File: config.mk
export PLATFORM = sky130hd
export DESIGN_NAME = pssw_top
export DESIGN_NICKNAME = d
export VERILOG_FILES = /design/src/pssw_pkg.sv /design/src/pssw_top.sv /design/src/pssw_tick_gen.sv /design/src/pssw_qual_timer.sv
export VERILOG_INCLUDE_DIRS = /design/src
export SDC_FILE = /design/constraint.sdc
export NUM_CORES = 1
export LEC_CHECK = 0
export BUFFER_PORTS_ARGS = -buffer_cell sky130_fd_sc_hd__buf_4
export CAP_MARGIN = 30
export CORE_ASPECT_RATIO = 0.5
export CORE_MARGIN = 2
export CORE_UTILIZATION = 45
export CTS_CLUSTER_DIAMETER = 120
export DETAILED_ROUTE_END_ITERATION = 16
export PLACE_DENSITY = 0.71
export SYNTH_ARGS = -nofsm -noshare
export SYNTH_HDL_FRONTEND = slang
export SYNTH_HIERARCHICAL = 1
export SYNTH_SLANG_ARGS = --single-unit
File: constraint.sdc
create_clock -name REF_CLK -period 4.6 [get_ports REF_CLK]
set_input_delay 0.46 -clock REF_CLK [delete_from_list [all_inputs] [get_ports REF_CLK]]
set_output_delay 0.46 -clock REF_CLK [all_outputs]
set_load 0.01 [all_outputs]
File: src/pssw_defines.svh
`ifndef PSSW_DEFINES_SVH
`define PSSW_DEFINES_SVH

// ----------------------------------------------------------------
// Register byte offsets
// ----------------------------------------------------------------
`define PSSW_OFS_CTRL        8'h00
`define PSSW_OFS_SLEEP_FREQ  8'h04
`define PSSW_OFS_SLEEP_DEV   8'h08
`define PSSW_OFS_SLEEP_DLY   8'h0C
`define PSSW_OFS_BOOST_VAL   8'h10
`define PSSW_OFS_BOOST_TIME  8'h14
`define PSSW_OFS_WAKE_FREQ   8'h18
`define PSSW_OFS_WAKE_DEV    8'h1C
`define PSSW_OFS_WAKE_DLY    8'h20
`define PSSW_OFS_STATUS      8'h24

// ----------------------------------------------------------------
// Field positions
// ----------------------------------------------------------------
`define PSSW_CTRL_METHOD_MSB 1
`define PSSW_CTRL_METHOD_LSB 0

// ----------------------------------------------------------------
// Reset values (0.01 Hz, 0.1 %, 0.1 s units)
// ----------------------------------------------------------------
`define PSSW_RST_METHOD      2'h0
`define PSSW_RST_SLEEP_FREQ  16'h01F4
`define PSSW_RST_SLEEP_DEV   16'h0032
`define PSSW_RST_SLEEP_DLY   16'h0258
`define PSSW_RST_BOOST_VAL   16'h0064
`define PSSW_RST_BOOST_TIME  16'h0064
`define PSSW_RST_WAKE_FREQ   16'h01F4
`define PSSW_RST_WAKE_DEV    16'h0032
`define PSSW_RST_WAKE_DLY    16'h0032

// ----------------------------------------------------------------
// Limits of writable ranges
// ----------------------------------------------------------------
`define PSSW_MAX_DEV         16'h012C
`define PSSW_MAX_DLY         16'h8CA0
`define PSSW_MAX_BOOST       16'h03E8
`define PSSW_MAX_BOOST_TIME  16'hEA60

// ----------------------------------------------------------------
// Timing
// ----------------------------------------------------------------
`define PSSW_CLK_PERIOD_NS   10
`define PSSW_TICK_PERIOD_NS  100000000

`endif

File: src/pssw_pkg.sv
package pssw_pkg;

  // Sleep method encodings 0, 1, 2
  typedef enum logic [1:0] {
    PSSW_TERMINAL,
    PSSW_BY_FREQ,
    PSSW_BY_DEV
  } pssw_method_t;

  // Controller states
  typedef enum logic [1:0] {
    ST_RUN,
    ST_BOOST,
    ST_SLEEP,
    ST_WAKE
  } pssw_state_t;

endpackage : pssw_pkg

File: src/pssw_top.sv
`timescale 1ns/1ps
`include "pssw_defines.svh"
// What this block does
// RL1: Sleep method 0 sleeps only on terminal, 1 by frequency, 2 by deviation.
// RL2: Frequency sleep needs run frequency at or below the start level too long.
// RL3: Deviation sleep, positive output, needs feedback above reference by more.
// RL4: Deviation sleep, negative output, needs feedback below reference by more.
// RL5: A qualified sleep boosts the reference for the boost time, then sleeps.
// RL6: When the set boost time runs out the drive sleeps at once.
// RL7: With positive output wakeup needs feedback below reference by more.
// RL8: With negative output wakeup needs feedback above reference by more.
// RL9: The wake delay is the least time the wake condition must persist.
// RL10: On wakeup the wake frequency is commanded, then regulation resumes.
// RL11: A qualification timer restarts from zero when its condition lapses.
module pssw_top #(
  parameter int unsigned TICK_CYCLES =
    `PSSW_TICK_PERIOD_NS / `PSSW_CLK_PERIOD_NS
) (
  input  wire logic        REF_CLK,     // 100 MHz control clock
  input  wire logic        RST_N,       // Async reset, low
  input  wire logic        CE,          // Clock enable
  input  wire logic        HSEL,        // AHB select
  input  wire logic [31:0] HADDR,       // AHB address
  input  wire logic [1:0]  HTRANS,      // AHB transfer type
  input  wire logic        HWRITE,      // AHB write
  input  wire logic [2:0]  HSIZE,       // AHB size, word only
  input  wire logic [31:0] HWDATA,      // AHB write data
  input  wire logic        HREADY,      // AHB bus ready
  output logic [31:0]      HRDATA,      // AHB read data
  output logic             HREADYOUT,   // AHB slave ready
  output logic             HRESP,       // AHB response, OKAY
  input  wire logic [15:0] RUN_FREQ,    // Running freq, 0.01 Hz
  input  wire logic [15:0] FEEDBACK,    // Regulator feedback, 0.1 %
  input  wire logic [15:0] REFERENCE,   // Regulator reference, 0.1 %
  input  wire logic        OUTPUT_NEG,  // Regulator output negative
  input  wire logic        TERM_SLEEP,  // Sleep terminal pin
  output logic [15:0]      REF_OUT,     // Reference to the regulator
  output logic             BOOST_ACTIVE,// Reference boost in force
  output logic             SLEEPING,    // Drive held asleep
  output logic             FREQ_LOAD,   // Pulse: load FREQ_CMD
  output logic [15:0]      FREQ_CMD     // Wake frequency command
);

  // ----------------------------------------------------------------
  // Helpers
  // ----------------------------------------------------------------
  function automatic logic [15:0] clamp_u(input logic [15:0] v,
                                          input logic [15:0] mx);
    return (v > mx) ? mx : v;
  endfunction : clamp_u

  // True when a exceeds b by more than thr
  function automatic logic over_by(input logic [15:0] a,
                                   input logic [15:0] b,
                                   input logic [15:0] thr);
    logic [15:0] d;
    d = a - b;
    return (a > b) && (d > thr);
  endfunction : over_by

  // Reference plus signed boost, held inside 0..FFFF
  function automatic logic [15:0] boost_ref(input logic [15:0] r,
                                            input logic [15:0] b);
    logic signed [17:0] s;
    s = $signed({2'b00, r}) + $signed({{2{b[15]}}, b});
    if (s < 18'sd0) return 16'h0000;
    if (s > 18'sd65535) return 16'hFFFF;
    return s[15:0];
  endfunction : boost_ref

  function automatic logic [15:0] clamp_s(input logic [15:0] v);
    logic signed [15:0] sv;
    sv = $signed(v);
    if (sv > $signed(`PSSW_MAX_BOOST)) return `PSSW_MAX_BOOST;
    if (sv < -$signed(`PSSW_MAX_BOOST)) return -`PSSW_MAX_BOOST;
    return v;
  endfunction : clamp_s

  // ----------------------------------------------------------------
  // Declarations
  // ----------------------------------------------------------------
  pssw_pkg::pssw_state_t  state;
  pssw_pkg::pssw_state_t  next_state;
  pssw_pkg::pssw_method_t method;
  logic [15:0] sleep_freq, sleep_dev, sleep_dly, boost_val;
  logic [15:0] boost_time, wake_freq, wake_dev, wake_dly;
  logic        term_s1, term_s2;
  logic        tick;
  logic        sleep_cond, wake_cond, boost_cond;
  logic        sleep_done, wake_done, boost_done;
  logic [7:0]  addr_q;
  logic        addr_ok, wr_pend, rd_pend;
  logic        take;
  logic [31:0] rd_mux;

  // ----------------------------------------------------------------
  // Bus slave
  // ----------------------------------------------------------------
  assign take = HSEL && HREADY && HTRANS[1];

  // Address phase capture; reads add one wait state
  always_ff @(posedge REF_CLK or negedge RST_N) begin
    if (!RST_N) begin
      addr_q    <= 8'h00;
      addr_ok   <= 1'b0;
      wr_pend   <= 1'b0;
      rd_pend   <= 1'b0;
      HREADYOUT <= 1'b1;
      HRESP     <= 1'b0;
      HRDATA    <= 32'h0000_0000;
    end else if (CE) begin
      HRESP <= 1'b0;
      if (rd_pend) begin
        HRDATA    <= rd_mux;
        HREADYOUT <= 1'b1;
        rd_pend   <= 1'b0;
        wr_pend   <= 1'b0;
      end else begin
        addr_q    <= HADDR[7:0];
        addr_ok   <= (HADDR[31:8] == 24'h0) && (HADDR[1:0] == 2'h0);
        wr_pend   <= take && HWRITE;
        rd_pend   <= take && !HWRITE;
        HREADYOUT <= !(take && !HWRITE);
      end
    end
  end

  // Read data select; unmapped addresses read zero
  always_comb begin
    rd_mux = 32'h0000_0000;
    if (addr_ok) begin
      case (addr_q)
        `PSSW_OFS_CTRL:       rd_mux = {30'h0, method};
        `PSSW_OFS_SLEEP_FREQ: rd_mux = {16'h0, sleep_freq};
        `PSSW_OFS_SLEEP_DEV:  rd_mux = {16'h0, sleep_dev};
        `PSSW_OFS_SLEEP_DLY:  rd_mux = {16'h0, sleep_dly};
        `PSSW_OFS_BOOST_VAL:  rd_mux = {16'h0, boost_val};
        `PSSW_OFS_BOOST_TIME: rd_mux = {16'h0, boost_time};
        `PSSW_OFS_WAKE_FREQ:  rd_mux = {16'h0, wake_freq};
        `PSSW_OFS_WAKE_DEV:   rd_mux = {16'h0, wake_dev};
        `PSSW_OFS_WAKE_DLY:   rd_mux = {16'h0, wake_dly};
        `PSSW_OFS_STATUS:     rd_mux = {26'h0, wake_cond, sleep_cond,
                                        2'h0, state};
        default:              rd_mux = 32'h0000_0000;
      endcase
    end
  end

  // ----------------------------------------------------------------
  // Setting registers
  // ----------------------------------------------------------------
  // Data phase writes, clamped to the legal ranges
  always_ff @(posedge REF_CLK or negedge RST_N) begin
    if (!RST_N) begin
      method     <= pssw_pkg::pssw_method_t'(`PSSW_RST_METHOD);
      sleep_freq <= `PSSW_RST_SLEEP_FREQ;
      sleep_dev  <= `PSSW_RST_SLEEP_DEV;
      sleep_dly  <= `PSSW_RST_SLEEP_DLY;
      boost_val  <= `PSSW_RST_BOOST_VAL;
      boost_time <= `PSSW_RST_BOOST_TIME;
      wake_freq  <= `PSSW_RST_WAKE_FREQ;
      wake_dev   <= `PSSW_RST_WAKE_DEV;
      wake_dly   <= `PSSW_RST_WAKE_DLY;
    end else if (CE && wr_pend && addr_ok) begin
      case (addr_q)
        `PSSW_OFS_CTRL: begin
          if (HWDATA[1:0] != 2'h3) begin // [RL1]
            method <= pssw_pkg::pssw_method_t'(HWDATA[
              `PSSW_CTRL_METHOD_MSB:`PSSW_CTRL_METHOD_LSB]);
          end
        end
        `PSSW_OFS_SLEEP_FREQ: sleep_freq <= HWDATA[15:0];
        `PSSW_OFS_SLEEP_DEV:
          sleep_dev <= clamp_u(HWDATA[15:0], `PSSW_MAX_DEV);
        `PSSW_OFS_SLEEP_DLY:
          sleep_dly <= clamp_u(HWDATA[15:0], `PSSW_MAX_DLY);
        `PSSW_OFS_BOOST_VAL:  boost_val <= clamp_s(HWDATA[15:0]);
        `PSSW_OFS_BOOST_TIME:
          boost_time <= clamp_u(HWDATA[15:0], `PSSW_MAX_BOOST_TIME);
        `PSSW_OFS_WAKE_FREQ:  wake_freq <= HWDATA[15:0];
        `PSSW_OFS_WAKE_DEV:
          wake_dev <= clamp_u(HWDATA[15:0], `PSSW_MAX_DEV);
        `PSSW_OFS_WAKE_DLY:
          wake_dly <= clamp_u(HWDATA[15:0], `PSSW_MAX_DLY);
        default: ;
      endcase
    end
  end

  // ----------------------------------------------------------------
  // Terminal synchroniser and time base
  // ----------------------------------------------------------------
  // Two flops ahead of any use of the pin
  always_ff @(posedge REF_CLK or negedge RST_N) begin
    if (!RST_N) begin
      term_s1 <= 1'b0;
      term_s2 <= 1'b0;
    end else if (CE) begin
      term_s1 <= TERM_SLEEP;
      term_s2 <= term_s1;
    end
  end

  pssw_tick_gen #(.CYCLES(TICK_CYCLES)) u_tick (
    .clk   (REF_CLK),
    .rst_n (RST_N),
    .ce    (CE),
    .tick  (tick)
  );

  // ----------------------------------------------------------------
  // Qualification conditions and timers
  // ----------------------------------------------------------------
  // Sleep, boost and wake conditions per method and polarity
  always_comb begin
    sleep_cond = 1'b0;
    if (state == pssw_pkg::ST_RUN) begin
      case (method)
        pssw_pkg::PSSW_BY_FREQ:
          sleep_cond = RUN_FREQ <= sleep_freq; // [RL2]
        pssw_pkg::PSSW_BY_DEV:
          sleep_cond = OUTPUT_NEG
            ? over_by(REFERENCE, FEEDBACK, sleep_dev)  // [RL4]
            : over_by(FEEDBACK, REFERENCE, sleep_dev); // [RL3]
        default: sleep_cond = 1'b0;
      endcase
    end
    wake_cond = (state == pssw_pkg::ST_SLEEP) && (OUTPUT_NEG
      ? over_by(FEEDBACK, REFERENCE, wake_dev)   // [RL8]
      : over_by(REFERENCE, FEEDBACK, wake_dev)); // [RL7]
    boost_cond = state == pssw_pkg::ST_BOOST;
  end

  pssw_qual_timer u_sleep_tmr (
    .clk   (REF_CLK),
    .rst_n (RST_N),
    .ce    (CE),
    .tick  (tick),
    .cond  (sleep_cond),
    .limit (sleep_dly),
    .done  (sleep_done)
  );

  pssw_qual_timer u_boost_tmr (
    .clk   (REF_CLK),
    .rst_n (RST_N),
    .ce    (CE),
    .tick  (tick),
    .cond  (boost_cond),
    .limit (boost_time),
    .done  (boost_done)
  );

  pssw_qual_timer u_wake_tmr (
    .clk   (REF_CLK),
    .rst_n (RST_N),
    .ce    (CE),
    .tick  (tick),
    .cond  (wake_cond),
    .limit (wake_dly),
    .done  (wake_done)
  );

  // ----------------------------------------------------------------
  // Sleep and wake sequence
  // ----------------------------------------------------------------
  // Next state
  always_comb begin
    next_state = state;
    case (state)
      pssw_pkg::ST_RUN: begin
        if (method == pssw_pkg::PSSW_TERMINAL) begin
          if (term_s2) next_state = pssw_pkg::ST_SLEEP; // [RL1]
        end else if (sleep_done) begin
          next_state = pssw_pkg::ST_BOOST; // [RL5]
        end
      end
      pssw_pkg::ST_BOOST:
        if (boost_done) next_state = pssw_pkg::ST_SLEEP; // [RL6]
      pssw_pkg::ST_SLEEP: begin
        if (method == pssw_pkg::PSSW_TERMINAL) begin
          if (!term_s2) next_state = pssw_pkg::ST_WAKE;
        end else if (wake_done) begin
          next_state = pssw_pkg::ST_WAKE; // [RL9]
        end
      end
      pssw_pkg::ST_WAKE: next_state = pssw_pkg::ST_RUN;
      default: next_state = pssw_pkg::ST_RUN;
    endcase
  end

  // State register
  always_ff @(posedge REF_CLK or negedge RST_N) begin
    if (!RST_N) state <= pssw_pkg::ST_RUN;
    else if (CE) state <= next_state;
  end

  // Outputs follow the next state from flops
  always_ff @(posedge REF_CLK or negedge RST_N) begin
    if (!RST_N) begin
      REF_OUT      <= 16'h0000;
      BOOST_ACTIVE <= 1'b0;
      SLEEPING     <= 1'b0;
      FREQ_LOAD    <= 1'b0;
      FREQ_CMD     <= 16'h0000;
    end else if (CE) begin
      BOOST_ACTIVE <= next_state == pssw_pkg::ST_BOOST;
      REF_OUT      <= (next_state == pssw_pkg::ST_BOOST)
                      ? boost_ref(REFERENCE, boost_val) // [RL5]
                      : REFERENCE;
      SLEEPING     <= next_state == pssw_pkg::ST_SLEEP;
      FREQ_LOAD    <= next_state == pssw_pkg::ST_WAKE; // [RL10]
      if (next_state == pssw_pkg::ST_WAKE) FREQ_CMD <= wake_freq;
    end
  end
endmodule : pssw_top

File: src/pssw_tick_gen.sv
`timescale 1ns/1ps
module pssw_tick_gen #(
  parameter int unsigned CYCLES = 10
) (
  input  wire logic clk,    // Control clock
  input  wire logic rst_n,  // Async reset, low
  input  wire logic ce,     // Clock enable
  output logic      tick    // One pulse per 0.1 s
);

  logic [31:0] cnt;

  // Divide the clock down to the 0.1 s time base
  always_ff @(posedge clk or negedge rst_n) begin
    if (!rst_n) begin
      cnt  <= 32'h0;
      tick <= 1'b0;
    end else if (ce) begin
      if (cnt >= CYCLES - 32'h1) begin
        cnt  <= 32'h0;
        tick <= 1'b1;
      end else begin
        cnt  <= cnt + 32'h1;
        tick <= 1'b0;
      end
    end
  end

endmodule : pssw_tick_gen

File: src/pssw_qual_timer.sv
`timescale 1ns/1ps
module pssw_qual_timer (
  input  wire logic        clk,    // Control clock
  input  wire logic        rst_n,  // Async reset, low
  input  wire logic        ce,     // Clock enable
  input  wire logic        tick,   // 0.1 s time base
  input  wire logic        cond,   // Condition being qualified
  input  wire logic [15:0] limit,  // Delay in 0.1 s
  output logic             done    // Condition held longer than limit
);

  logic [15:0] cnt;

  // Count ticks while the condition holds, restart when it lapses
  always_ff @(posedge clk or negedge rst_n) begin
    if (!rst_n) begin
      cnt <= 16'h0000;
    end else if (ce) begin
      if (!cond) begin
        cnt <= 16'h0000; // [RL11]
      end else if (tick && cnt != 16'hFFFF) begin
        cnt <= cnt + 16'h0001;
      end
    end
  end

  assign done = cond && (cnt > limit);
endmodule : pssw_qual_timer

==> out/results.ini <==
[worst_setup_path]
reg2reg_depth=18
critPathMostFrequentCell=buf_4
r2r_slack_ns=0.24
worstSetupStartpointType=primary input
r2r-start=sleep_freq[5]
crit_slowest_cell=or4_4
crit_family=simple AND/OR/NAND/NOR gates
critPathKind=primary input to register
cp_slowest_stage_delay_ns=0.44
crit_buf_inv=6
cp-end-kind=register
path_max_fanout=16
cp.arrival_ns=5.31
crit_required_ns=5.09
r2r_end=REF_OUT[0]

[clocking]
h-tree-depth=1
cts.sinks=278
cts.path.max_buffers=3
cts_tree=yes
cts-root-buf=clkbuf_16
numCtsBuffers=27
clock_latency_ns=0.56
clk_pin_slew_ns=0.07

[place]
portBuffers=156
gp_congestion=0.973
dp_slack_ns=-0.912
hpwl_um=46300
placed_area_mm2=0.0221

[floorplanning]
start_util=0.458
die_w_um=297
ioPinCount=194
rows=53
fp.dieArea_mm2=0.0446
die_h_um=150
coreArea_mm2=0.0421

[logic_synthesis]
synth_ff_type=dfrtp_1
async_flop_share=1.00
synth_area_mm2=0.0193
ys_warn_count=6
synth_top_cell_by_area=dfrtp_1
avgSynthCellArea_um2=8.92
synth.most_common_cell=nand2_1
ys_ff_latch=278
synthTopCellsByArea=dfrtp_1 (32%), ha_1 (12%), nand2_1 (4.8%), dfstp_2 (4.4%), o21ai_0 (3.9%)
synth_seq_area_share=0.363
synthTopCellsByCount=nand2_1 (247), dfrtp_1 (246), ha_1 (183), inv_1 (175), o21ai_0 (152)
netlist.area_leader.share=0.319
synth_cells=2161
synth_cell_types=91
synth-edff-count=0

[drt]
first_pass_iters=6
drt_iter0_markers=1804
final_antenna_net_count=0
drc=0
dr_total_vias=18148
via_per_inst=5.99
wl_per_cell_um=20.4
finalWirelength_um=61700

[hold_path]
hp-class=primary input to register
min_to=rd_pend
min_delay_path_depth=2
min-delay-start=HWRITE

[global_routing]
grt_overflow=0
grt_pass1_vias=17053
globalRouteTotalUtil=0.270
grt_first_pass_wirelength_um=95600
antenna_found_initial=1
grt_max_degree=92

[pwr]
ir_drop_mv=0.372
power_density_mw_per_mm2=293
leakagePower_uw=0.0107
power.total_uw=6900

[timing]
finalCriticalPeriod_ns=4.82
clock_skew_ns=0.0175
setup_viol=16
setup_slack_ns=-0.223
report.final.slew_viol_count=0
hold_viol_final=0
fin_crit_sh=1.05
fmax_mhz=207
rsz0062_at_grt=yes
tightest_slew_ns=1.05
slew_headroom=0.296

[finish]
layout.nets=2744
area_delta_synth_final_pct=22.0
n_antenna_cell=0
layout-drive-gt1-share=0.230
fin_area_mm2=0.0235

[flow_run]
maxCapViolCount=0

[status]
status=finished with violations
violations=negative setup slack

-- cells by family after synthesis --
family                     Yosys count  share of synthesized area
and+or+nand+nor                    739                      0.200
adders and majority gates          186                      0.122
other                                1                   0.000194
xor gates and xnor gates            62                     0.0282
muxes                               50                     0.0289
DFF                                278                      0.363
AOI/OAI and AO/OA                  559                      0.198
buffers and inverters              286                     0.0603
-- stage by stage --
stage | std cells | hold WS (ns) | utilization | TNS, ns
5_1_grt | 3030 | 0.0879 | 0.559 | -8.77
2_1_floorplan | 2177 | 0.164 | - | -13.49
3_5_place_dp | 2953 | 0.484 | 0.525 | -30.58
3_3_place_gp | 2953 | 0.476 | 0.525 | -23.15
6_report | 3030 | 0.0896 | 0.559 | -3.05
4_1_cts | 3019 | 0.0842 | 0.553 | -1.49
-- per-layer routing --
layer  part of all wire  up-vias  global-route usage
met5            0.00032        -                   0
met4              0.034        2              0.0797
met3              0.079      142              0.0486
met2               0.45      761               0.435
met1               0.44     8797               0.372
li1                   -     8446                   -
-- sequential cells by signal, summed over array words and instances (netlist names), 2 cells and up --
register	cells
addr_q	8
u_wake_tmr/cnt	16
REF_OUT	16
sleep_dly	16
wake_freq	16
sleep_dev	16
HRDATA	16
sleep_freq	16
u_tick/cnt	32
boost_time	16
u_sleep_tmr/cnt	16
boost_val	16
wake_dly	16
wake_dev	16
u_boost_tmr/cnt	16
state	2
FREQ_CMD	16
method	2
-- layout by cell type, fill, tap and decap left out, drive strengths merged, types with 10 or more instances in the layout --
cell type	synthesis	final
or3	24	24
a31oi	22	22
dfstp	32	32
a211o	19	19
o21a	12	12
a211oi	12	12
nor2b	23	23
nand2b	26	26
buf	27	335
o22a	10	10
inv	175	176
nand2	247	247
o211ai	29	29
and3	18	18
a222oi	26	26
a22oi	29	29
o21ai	154	154
a21o	21	21
conb	1	17
nor2	108	108
ha	183	183
a22o	18	18
xor2	20	20
xnor2	42	42
clkbuf	83	43
or4	26	26
mux2	45	45
nand4	56	56
a21oi	113	113
nand3	94	94
nor3	43	43
dfrtp	246	246
nor4	34	34
o311ai	14	14
-- report_power, final --
group	switching [uW]	total (uW)	internal (uW)
Combinational	993	1910	913
Clock	991	2240	1250
Sequential	162	2750	2590
-- worst max-delay path by stage --
stage / end / startpoint / cells after the start / slack, ns
after floorplan: REF_OUT[5] / FEEDBACK[0] / 28 / -0.73
after global placement: REF_OUT[5] / REFERENCE[1] / 25 / -0.75
after detailed placement: REF_OUT[5] / REFERENCE[1] / 25 / -0.91
after CTS: REF_OUT[0] / REFERENCE[5] / 26 / -0.13
after global routing: REF_OUT[0] / FEEDBACK[1] / 27 / -0.44
final: REF_OUT[0] / REFERENCE[1] / 26 / -0.22
-- cell type report --
| type | count | area (um^2) |
|---|---|---|
| flip-flops and latches | 278 | 7000 |
| inverters | 176 | 676 |
| multi-input cells | 1613 | 11600 |
| well taps | 577 | 722 |
| clock buffers | 42 | 802 |
| clock inverters | 7 | 66.3 |
| repair buffers | 337 | 2640 |
| fillers | 3782 | 18600 |
-- repair_timing --
item                       in CTS  in global routing
hold endpoints to repair       76                  0
setup endpoints to repair      32                 36
pin swaps                      36                 31
gates cloned                    1                  1
buffers inserted               15                 13
hold buffers                    1                  0
resized for setup              41                 36
Power figures use the tool's default switching activity.
